`src/s2md_defines.svh`:
```
`ifndef S2MD_DEFINES_SVH
`define S2MD_DEFINES_SVH

// ---------------------------------------------------------------
// APB register byte offsets
// ---------------------------------------------------------------
`define S2MD_CTRL_OFS 12'h000
`define S2MD_STAT_OFS 12'h004
`define S2MD_HEAD_OFS 12'h008
`define S2MD_DONE_OFS 12'h00c

// ---------------------------------------------------------------
// Register fields and reset values
// ---------------------------------------------------------------
`define S2MD_CTRL_RUN_BIT 0
`define S2MD_CTRL_RST 32'h0000_0000
`define S2MD_HEAD_RST 32'h0000_0000

// ---------------------------------------------------------------
// Descriptor layout in memory (word index, fields)
// ---------------------------------------------------------------
`define S2MD_DW_ADDR 2'h0
`define S2MD_DW_NEXT 2'h1
`define S2MD_DW_LEN 2'h2
`define S2MD_DW_CTRL 2'h3
`define S2MD_OWN_BIT 0
`define S2MD_FIXED_BIT 1
`define S2MD_EOPSEEN_BIT 2
`define S2MD_WORD_BYTES 32'h0000_0004

`endif

```
`src/s2md_pkg.sv`:
```
package s2md_pkg;
    // Channel sequencer states, one-hot
    typedef enum logic [7:0] {
        ST_IDLE  = 8'h01,
        ST_FREQ  = 8'h02,
        ST_FWAIT = 8'h04,
        ST_CHECK = 8'h08,
        ST_XFER  = 8'h10,
        ST_WR    = 8'h20,
        ST_WB    = 8'h40,
        ST_SPARE = 8'h80
    } s2md_state_t;

    typedef logic [31:0] s2md_word_t;
endpackage

```
`src/s2md_top.sv`:
```
`timescale 1ns/1ps
`include "s2md_defines.svh"

// What this block does
// - Zero length: move data until end-of-packet
// - Non-zero length: move exactly that many bytes
// - Fixed flag: every write to same address
// - Stream data goes to first write address
// - Run only when owned and run bit set
// - Follow next; wait for its ownership bit
module s2md_top (
    // Clock and reset
    input wire logic I_SYS_CLK,
    input wire logic I_RST_N,
    // APB slave
    input wire logic I_PSEL,
    input wire logic I_PENABLE,
    input wire logic I_PWRITE,
    input wire logic [11:0] I_PADDR,
    input wire s2md_pkg::s2md_word_t I_PWDATA,
    output logic O_PREADY,
    output logic O_PSLVERR,
    output s2md_pkg::s2md_word_t O_PRDATA,
    // Stream sink
    input wire logic I_SNK_VALID,
    input wire s2md_pkg::s2md_word_t I_SNK_DATA,
    input wire logic I_SNK_EOP,
    input wire logic [1:0] I_SNK_EMPTY,
    output logic O_SNK_READY,
    // Chain read master
    output logic O_CRD_READ,
    output s2md_pkg::s2md_word_t O_CRD_ADDR,
    input wire logic I_CRD_WAITREQ,
    input wire logic I_CRD_RVALID,
    input wire s2md_pkg::s2md_word_t I_CRD_RDATA,
    // Chain write master
    output logic O_CWR_WRITE,
    output s2md_pkg::s2md_word_t O_CWR_ADDR,
    output s2md_pkg::s2md_word_t O_CWR_DATA,
    input wire logic I_CWR_WAITREQ,
    // Data write master
    output logic O_DWR_WRITE,
    output s2md_pkg::s2md_word_t O_DWR_ADDR,
    output s2md_pkg::s2md_word_t O_DWR_DATA,
    output logic [3:0] O_DWR_BYTEEN,
    input wire logic I_DWR_WAITREQ
);
    import s2md_pkg::*;

    // ---------------------------------------------------------------
    // Helper functions
    // ---------------------------------------------------------------

    // Byte enables for a word carrying cnt bytes (1..4)
    function automatic logic [3:0] be_of(input logic [2:0] cnt);
        case (cnt)
            3'h1: be_of = 4'h1;
            3'h2: be_of = 4'h3;
            3'h3: be_of = 4'h7;
            default: be_of = 4'hf;
        endcase
    endfunction

    // Address of one descriptor word
    function automatic s2md_word_t dw_addr(input s2md_word_t base, input logic [1:0] idx);
        dw_addr = base + {28'h0, idx, 2'h0};
    endfunction

    // ---------------------------------------------------------------
    // Register file state
    // ---------------------------------------------------------------
    logic run_reg, run_next;
    s2md_word_t done_reg, done_next;
    s2md_word_t prdata_reg, prdata_next;
    logic slverr_reg, slverr_next;

    // ---------------------------------------------------------------
    // Channel state
    // ---------------------------------------------------------------
    s2md_state_t state_reg, state_next;
    s2md_word_t cur_reg, cur_next;
    logic [1:0] idx_reg, idx_next;
    s2md_word_t waddr_reg, waddr_next;
    s2md_word_t nxt_reg, nxt_next;
    logic [15:0] len_reg, len_next;
    logic [15:0] cnt_reg, cnt_next;
    logic own_reg, own_next;
    logic fixed_reg, fixed_next;
    logic eop_reg, eop_next;
    s2md_word_t data_reg, data_next;
    logic [3:0] be_reg, be_next;
    logic [2:0] wbytes_reg, wbytes_next;
    logic last_reg, last_next;
    logic head_load;

    // APB setup and access phase decode
    logic apb_setup;
    logic apb_wr;
    assign apb_setup = I_PSEL & ~I_PENABLE;
    assign apb_wr = I_PSEL & I_PENABLE & I_PWRITE;
    assign head_load = apb_wr && (I_PADDR == `S2MD_HEAD_OFS);

    // ---------------------------------------------------------------
    // APB registers: next values
    // ---------------------------------------------------------------
    always_comb begin
        run_next = run_reg;
        prdata_next = prdata_reg;
        slverr_next = slverr_reg;
        // Read data and error are prepared in the setup cycle
        if (apb_setup) begin
            prdata_next = 32'h0000_0000;
            slverr_next = 1'b0;
            case (I_PADDR)
                `S2MD_CTRL_OFS: prdata_next = {31'h0, run_reg};
                `S2MD_STAT_OFS: prdata_next = {cnt_reg, 15'h0, (state_reg != ST_IDLE)};
                `S2MD_HEAD_OFS: prdata_next = cur_reg;
                `S2MD_DONE_OFS: prdata_next = done_reg;
                default: slverr_next = 1'b1;
            endcase
        end
        // Writes take effect in the access cycle
        if (apb_wr && (I_PADDR == `S2MD_CTRL_OFS)) begin
            run_next = I_PWDATA[`S2MD_CTRL_RUN_BIT];
        end
    end

    always_ff @(posedge I_SYS_CLK or negedge I_RST_N) begin
        if (!I_RST_N) begin
            run_reg <= 1'b0;
            prdata_reg <= 32'h0000_0000;
            slverr_reg <= 1'b0;
        end else begin
            run_reg <= run_next;
            prdata_reg <= prdata_next;
            slverr_reg <= slverr_next;
        end
    end

    // APB answers in the first access cycle
    assign O_PREADY = 1'b1;
    assign O_PSLVERR = slverr_reg & I_PSEL & I_PENABLE;
    assign O_PRDATA = prdata_reg;

    // ---------------------------------------------------------------
    // Channel sequencer: next values
    // ---------------------------------------------------------------
    always_comb begin
        state_next = state_reg;
        cur_next = cur_reg;
        idx_next = idx_reg;
        waddr_next = waddr_reg;
        nxt_next = nxt_reg;
        len_next = len_reg;
        cnt_next = cnt_reg;
        own_next = own_reg;
        fixed_next = fixed_reg;
        eop_next = eop_reg;
        data_next = data_reg;
        be_next = be_reg;
        wbytes_next = wbytes_reg;
        last_next = last_reg;
        done_next = done_reg;
        case (state_reg)
            ST_IDLE: begin
                if (head_load) begin
                    cur_next = I_PWDATA;
                end else if (run_reg) begin
                    idx_next = 2'h0;
                    state_next = ST_FREQ;
                end
            end
            ST_FREQ: begin
                if (!I_CRD_WAITREQ) begin
                    state_next = ST_FWAIT;
                end
            end
            ST_FWAIT: begin
                if (I_CRD_RVALID) begin
                    case (idx_reg)
                        `S2MD_DW_ADDR: waddr_next = I_CRD_RDATA;
                        `S2MD_DW_NEXT: nxt_next = I_CRD_RDATA;
                        `S2MD_DW_LEN: len_next = I_CRD_RDATA[15:0];
                        default: begin
                            own_next = I_CRD_RDATA[`S2MD_OWN_BIT];
                            fixed_next = I_CRD_RDATA[`S2MD_FIXED_BIT];
                        end
                    endcase
                    idx_next = idx_reg + 2'h1;
                    state_next = (idx_reg == `S2MD_DW_CTRL) ? ST_CHECK : ST_FREQ;
                end
            end
            ST_CHECK: begin
                cnt_next = 16'h0000;
                eop_next = 1'b0;
                idx_next = 2'h0;
                if (!run_reg) begin
                    state_next = ST_IDLE;
                end else if (own_reg) begin
                    state_next = ST_XFER;
                end else begin
                    state_next = ST_FREQ;
                end
            end
            ST_XFER: begin
                if (I_SNK_VALID) begin
                    data_next = I_SNK_DATA;
                    if (len_reg == 16'h0000) begin
                        wbytes_next = 3'h4 - {1'b0, I_SNK_EMPTY};
                        last_next = I_SNK_EOP;
                        eop_next = I_SNK_EOP;
                    end else begin
                        wbytes_next = ((len_reg - cnt_reg) > 16'h0004) ? 3'h4 : 3'((len_reg - cnt_reg));
                        last_next = (len_reg - cnt_reg) <= 16'h0004;
                        eop_next = I_SNK_EOP;
                    end
                    be_next = be_of(((len_reg == 16'h0000) ? (3'h4 - {1'b0, I_SNK_EMPTY})
                        : (((len_reg - cnt_reg) > 16'h0004) ? 3'h4 : 3'((len_reg - cnt_reg)))));
                    state_next = ST_WR;
                end
            end
            ST_WR: begin
                if (!I_DWR_WAITREQ) begin
                    cnt_next = cnt_reg + {13'h0, wbytes_reg};
                    if (!fixed_reg) begin
                        waddr_next = waddr_reg + `S2MD_WORD_BYTES;
                    end
                    state_next = last_reg ? ST_WB : ST_XFER;
                end
            end
            ST_WB: begin
                if (!I_CWR_WAITREQ) begin
                    cur_next = nxt_reg;
                    done_next = done_reg + 32'h0000_0001;
                    idx_next = 2'h0;
                    state_next = ST_FREQ;
                end
            end
            default: begin
                state_next = ST_IDLE;
            end
        endcase
    end

    always_ff @(posedge I_SYS_CLK or negedge I_RST_N) begin
        if (!I_RST_N) begin
            state_reg <= ST_IDLE;
            cur_reg <= `S2MD_HEAD_RST;
            idx_reg <= 2'h0;
            waddr_reg <= 32'h0000_0000;
            nxt_reg <= 32'h0000_0000;
            len_reg <= 16'h0000;
            cnt_reg <= 16'h0000;
            own_reg <= 1'b0;
            fixed_reg <= 1'b0;
            eop_reg <= 1'b0;
            data_reg <= 32'h0000_0000;
            be_reg <= 4'h0;
            wbytes_reg <= 3'h0;
            last_reg <= 1'b0;
            done_reg <= 32'h0000_0000;
        end else begin
            state_reg <= state_next;
            cur_reg <= cur_next;
            idx_reg <= idx_next;
            waddr_reg <= waddr_next;
            nxt_reg <= nxt_next;
            len_reg <= len_next;
            cnt_reg <= cnt_next;
            own_reg <= own_next;
            fixed_reg <= fixed_next;
            eop_reg <= eop_next;
            data_reg <= data_next;
            be_reg <= be_next;
            wbytes_reg <= wbytes_next;
            last_reg <= last_next;
            done_reg <= done_next;
        end
    end

    // ---------------------------------------------------------------
    // Master and sink outputs
    // ---------------------------------------------------------------

    // Strobes follow the state; addresses and data from registers
    assign O_SNK_READY = (state_reg == ST_XFER);
    assign O_CRD_READ = (state_reg == ST_FREQ);
    assign O_CRD_ADDR = dw_addr(cur_reg, idx_reg);
    assign O_CWR_WRITE = (state_reg == ST_WB);
    assign O_CWR_ADDR = dw_addr(cur_reg, `S2MD_DW_CTRL);
    // Status word: byte count, end-of-packet seen, fixed kept, ownership cleared
    assign O_CWR_DATA = {cnt_reg, 13'h0, eop_reg, fixed_reg, 1'b0};
    assign O_DWR_WRITE = (state_reg == ST_WR);
    assign O_DWR_ADDR = waddr_reg;
    assign O_DWR_DATA = data_reg;
    assign O_DWR_BYTEEN = be_reg;
endmodule

```
`config.mk`:
```
export PLATFORM = sky130hd
export DESIGN_NAME = s2md_top
export DESIGN_NICKNAME = d
export VERILOG_FILES = /design/src/s2md_pkg.sv /design/src/s2md_top.sv
export VERILOG_INCLUDE_DIRS = /design/src
export SDC_FILE = /design/constraint.sdc
export NUM_CORES = 1
export LEC_CHECK = 0
export ABC_AREA = 1
export CORE_MARGIN = 1
export CORE_UTILIZATION = 60
export CTS_BUF_LIST = sky130_fd_sc_hd__clkbuf_16
export CTS_CLUSTER_SIZE = 8
export DETAILED_ROUTE_END_ITERATION = 12
export DONT_BUFFER_PORTS = 1
export GPL_ROUTABILITY_DRIVEN = 0
export PLACE_DENSITY = 0.76
export SLEW_MARGIN = 20
export SYNTH_ARGS = -nofsm -noshare
export SYNTH_HDL_FRONTEND = slang
export SYNTH_SLANG_ARGS = --single-unit
export TNS_END_PERCENT = 30
```
`constraint.sdc`:
```
create_clock -name I_SYS_CLK -period 3.24 [get_ports I_SYS_CLK]
set_input_delay 0.486 -clock I_SYS_CLK [delete_from_list [all_inputs] [get_ports I_SYS_CLK]]
set_output_delay 0.486 -clock I_SYS_CLK [all_outputs]
set_load 0.01 [all_outputs]
```
==> Flow_metrics.wiki <==
{| class="wikitable"
! Metric !! Value
|-
| Die X-Extent || 158 µm
|-
| Status || finished with violations
|-
| FF+latch count, synth || roughly 250
|-
| DRC Markers || 0
|-
| Timing-limited maximum frequency || around 310 MHz
|-
| Power Dens Cells || approximately 640 nW/µm²
|-
| Count of input and output buffers || 0
|-
| Average instance area after synthesis || 7.48 µm²
|-
| Largest family of logic cells by synthesized area || simple AND/OR/NAND/NOR gates
|-
| Arrival time reported for the critical path endpoint || approximately 2.7 ns
|-
| Number of enable-type register cells in the synthesized netlist || 0
|-
| Share of cell area taken by muxes after synthesis || less than 1%
|-
| H-Tree Depth || 2
|-
| Violation count after the first detailed-routing iteration || ~1200
|-
| Dominant register cell in the synthesized netlist || sky130_fd_sc_hd__dfrtp_1
|-
| Part of the total power dissipated in combinational logic || between 20% and 30%
|-
| Max Clock Skew || 0.0263 ns
|-
| Area share of the largest cell type after synthesis || 42.0%
|-
| Synth Area in Simple Gates || roughly 28%
|-
| Final count of hold timing violations || between 200 and 250
|-
| Clock latency reported for the late side of the worst-skew pair || between 0.5 and 0.6 ns
|-
| Synth Area in XOR/XNOR || approximately 6.4%
|-
| Static Leakage || just over 8 nW
|-
| Type of the worst setup path || flip-flop to output pin
|-
| Final max-slew violation count || 0
|-
| Crit Reg-Reg Endpoint || O_DWR_BYTEEN[2]$_DFFE_PN0P_
|-
| First-pass iteration count of the detailed router || 6
|-
| Wire length of the first global-routing pass || roughly 65000 µm
|-
| Share of flip-flops with an asynchronous set or reset after synthesis || 100%
|-
| Synth Cell Area || around 15000 µm²
|-
| Internal power || 6.24 mW
|-
| Synth unique cells || 59
|-
| TritonCTS clock tree || built
|-
| WL/cell || about 19 µm
|-
| Overall die height || 158 µm
|-
| YS warnings || 0
|-
| Core Footprint || 23700 µm²
|-
| Max cap viols || 0
|-
| Hold slack || -0.337 ns
|-
| CTS Buf Count || 36
|-
| Minimum period implied by the final worst setup slack || 3.19 ns
|-
| Kind of path behind the tightest hold check || input pin to async pin
|-
| Area Growth Syn to Fin || 8.64%
|-
| Pin count of the biggest net entering global routing || approximately 250
|-
| Tightest Pin Transition || about 0.59 ns
|-
| Gate count of the mapped netlist || 1952
|-
| Die Area || around 25000 µm²
|-
| Register area share after synthesis || 42.2%
|-
| Ratio of cells with drive above 1 in the final layout || roughly 6.8%
|-
| Number of I/O pins || roughly 320
|-
| Worst Reg2Reg Path Length in Cells || 21
|-
| Root buffer cell || sky130_fd_sc_hd__clkbuf_16
|-
| Clock transition at path regs || ~0.050 ns
|-
| Remaining antenna violation count || 0
|-
| Maximum buffer depth of the clock tree || 3
|-
| Reg-to-Reg Start || cnt_reg[2]$_DFFE_PN0P_
|-
| Fraction of power consumed by the clock network || approximately 33%
|-
| Violations in the final reports || hold timing
|-
| Initial Utilization || roughly three fifths
|-
| Overflow left after global routing || 0
|-
| Setup crit end kind || output pin
|-
| Number of global-route vias before repair || around 12000
|-
| Critical path endpoint || O_CRD_ADDR[26]
|-
| Power share of the sequential group || 41.9%
|-
| Design Power || approximately 10 mW
|-
| Synth Area in Compound Gates || around 11%
|-
| Top fanout value on the critical path || 3
|-
| Antenna violations before repair || 3
|-
| Setup slack of the worst register-to-register path || 0.40 ns
|-
| Maximum ir drop on the vdd rail || approximately 440 µV
|-
| Fraction of power spent switching nets || 38.2%
|-
| Total track usage || about a third
|-
| Final clock period utilization by the worst path || a little over nine tenths
|-
| Total half-perimeter wirelength after legalization and detailed placement || 31500 µm
|-
| Filler cell count || 2030
|-
| Final setup violating endpoints || 0
|-
| Most area-hungry cell type in the Yosys netlist || sky130_fd_sc_hd__dfrtp_1
|-
| Layout net count || 2089
|-
| CP startpoint || cur_reg[2]$_DFFE_PN0P_
|-
| Routed wire length || between 40000 and 50000 µm
|-
| Slew headroom || 60.2%
|-
| Clock Sinks || between 200 and 250
|-
| Via total after detailed routing || approximately 13000
|-
| Vias/cell || 5.80
|-
| Worst Setup Start Kind || flip-flop
|-
| Switching pwr || ~3.9 mW
|-
| Adder-Cell Fraction of Synth Area || between 2 and 3%
|-
| Required time at the worst-slack endpoint || between 2 and 3 ns
|-
| Cell types occupying the most area after synthesis || sky130_fd_sc_hd__dfrtp_1, sky130_fd_sc_hd__nand2_1, sky130_fd_sc_hd__xor2_1, sky130_fd_sc_hd__inv_1, sky130_fd_sc_hd__o21ai_0
|-
| Row cnt || 56
|}
==> worst max-delay path, cell delays in order, from the launching register on <==
cell and delay, ns:
sky130_fd_sc_hd__dfrtp_1 0.36, sky130_fd_sc_hd__ha_2 0.18, sky130_fd_sc_hd__inv_1 0.06, sky130_fd_sc_hd__fa_2 0.39, sky130_fd_sc_hd__nor2_4 0.14, sky130_fd_sc_hd__inv_1 0.08, sky130_fd_sc_hd__nor2_2 0.11, sky130_fd_sc_hd__inv_1 0.09
sky130_fd_sc_hd__nor2_1 0.29, sky130_fd_sc_hd__nand2_1 0.15, sky130_fd_sc_hd__xor2_1 0.33
==> power by group through the flow <==
stage          registers, mW  logic [mW]  clock network, mW
2_1_floorplan           3.88        2.11                  0
3_3_place_gp            4.23        2.33                  0
3_5_place_dp            4.24        2.39                  0
4_1_cts                 4.19        2.42               3.38
5_1_grt                 4.27        2.75               3.50
6_report                4.23        2.50               3.36
==> cell families after synthesis <==
family / after synthesis
buffers and inverters: 337
muxes: 5
and+or+nand+nor: 937
DFF: 246
xor gates and xnor gates: 107
AOI/OAI and AO/OA: 287
other: 2
adders and majority gates: 31
==> worst min-delay path by stage <==
stage                           endpoint  cells after the start
2_1_floorplan  O_DWR_ADDR[0]$_DFFE_PN0P_                      0
3_3_place_gp    O_PRDATA[15]$_DFFE_PN0P_                      0
3_5_place_dp    O_PRDATA[15]$_DFFE_PN0P_                      0
4_1_cts         O_PRDATA[15]$_DFFE_PN0P_                      0
5_1_grt         O_PRDATA[12]$_DFFE_PN0P_                      0
6_report        O_PRDATA[15]$_DFFE_PN0P_                      0
==> synth_stat cells, types with 4 or more instances <==
| library cell | n |
|---|---|
| sky130_fd_sc_hd__nand4_1 | 24 |
| sky130_fd_sc_hd__clkinv_1 | 4 |
| sky130_fd_sc_hd__inv_1 | 236 |
| sky130_fd_sc_hd__a22oi_1 | 4 |
| sky130_fd_sc_hd__nor2_4 | 7 |
| sky130_fd_sc_hd__o22ai_1 | 9 |
| sky130_fd_sc_hd__dfrtp_1 | 245 |
| sky130_fd_sc_hd__ha_1 | 28 |
| sky130_fd_sc_hd__clkbuf_1 | 53 |
| sky130_fd_sc_hd__a31oi_1 | 37 |
| sky130_fd_sc_hd__a21oi_1 | 47 |
| sky130_fd_sc_hd__o221ai_1 | 15 |
| sky130_fd_sc_hd__xor2_1 | 103 |
| sky130_fd_sc_hd__mux2_2 | 5 |
| sky130_fd_sc_hd__nor2_1 | 150 |
| sky130_fd_sc_hd__xnor2_1 | 4 |
| sky130_fd_sc_hd__nand2_2 | 6 |
| sky130_fd_sc_hd__o21ai_1 | 6 |
| sky130_fd_sc_hd__nor2_2 | 5 |
| sky130_fd_sc_hd__nand2_1 | 583 |
| sky130_fd_sc_hd__nor4_1 | 21 |
| sky130_fd_sc_hd__inv_2 | 5 |
| sky130_fd_sc_hd__nand3b_1 | 4 |
| sky130_fd_sc_hd__buf_4 | 24 |
| sky130_fd_sc_hd__or2_2 | 4 |
| sky130_fd_sc_hd__nor3_1 | 38 |
| sky130_fd_sc_hd__buf_2 | 14 |
| sky130_fd_sc_hd__nand3_1 | 70 |
| sky130_fd_sc_hd__and2_1 | 4 |
| sky130_fd_sc_hd__o21ai_0 | 155 |
==> per-stage QoR <==
stage	std cells	utilization, %	setup TNS (ns)	instance area, µm²	setup slack [ns]
2_1_floorplan	1965	-	0	14700	0.519
3_3_place_gp	2214	62.4	0	14800	0.294
3_5_place_dp	2214	62.4	0	14800	0.211
4_1_cts	2263	66.7	0	15800	0.00235
5_1_grt	2268	67.0	-0.106	15900	-0.0676
6_report	2268	67.0	0	15900	0.0544
==> cell usage in the layout (no fill, tap or decap), types with 5 or more instances in the layout <==
| cell | n |
|---|---|
| sky130_fd_sc_hd__mux2_2 | 5 |
| sky130_fd_sc_hd__o221ai_1 | 15 |
| sky130_fd_sc_hd__nand4_1 | 24 |
| sky130_fd_sc_hd__conb_1 | 15 |
| sky130_fd_sc_hd__inv_2 | 5 |
| sky130_fd_sc_hd__nor2_1 | 142 |
| sky130_fd_sc_hd__clkbuf_16 | 37 |
| sky130_fd_sc_hd__nand3_1 | 70 |
| sky130_fd_sc_hd__nand2_2 | 7 |
| sky130_fd_sc_hd__a31oi_1 | 37 |
| sky130_fd_sc_hd__o22ai_1 | 9 |
| sky130_fd_sc_hd__a21oi_1 | 47 |
| sky130_fd_sc_hd__nor2_2 | 11 |
| sky130_fd_sc_hd__o21ai_1 | 6 |
| sky130_fd_sc_hd__inv_1 | 244 |
| sky130_fd_sc_hd__xor2_1 | 101 |
| sky130_fd_sc_hd__nor2_4 | 9 |
| sky130_fd_sc_hd__nor4_1 | 20 |
| sky130_fd_sc_hd__dfrtp_1 | 245 |
| sky130_fd_sc_hd__nor3_1 | 35 |
| sky130_fd_sc_hd__nand2_1 | 582 |
| sky130_fd_sc_hd__buf_4 | 25 |
| sky130_fd_sc_hd__o21ai_0 | 155 |
| sky130_fd_sc_hd__ha_1 | 27 |
==> layer usage <==
layer	wire length (µm)	GRT usage, %	up-vias
li1	-	-	6181
met1	17200	43.9	6176
met2	19500	53.4	681
met3	4160	7.99	113
met4	1870	15.6	0
met5	0	0	-
==> final cells by class <==
cell class / count / area, µm² / area share [%]
well taps: 319 / 399 / 2.52
inverters: 245 / 920 / 5.80
diodes: 3 / 7.51 / 0.0473
repair buffers: 26 / 208 / 1.31
flip-flops and latches: 246 / 6160 / 38.8
multi-input cells: 1382 / 7200 / 45.4
clock buffers: 37 / 926 / 5.84
clock inverters: 10 / 47.5 / 0.300
==> timing repair <==
| action | 4_1_cts | 5_1_grt |
|---|---|---|
| pin swaps | 1 | 3 |
| hold endpoints to repair | 246 | 246 |
| setup endpoints to repair | 2 | 14 |
| resized for setup | 4 | 14 |
| buffers inserted | 2 | 2 |
| cloned | 0 | 0 |
No activity file was read; power rests on OpenSTA's default activity.
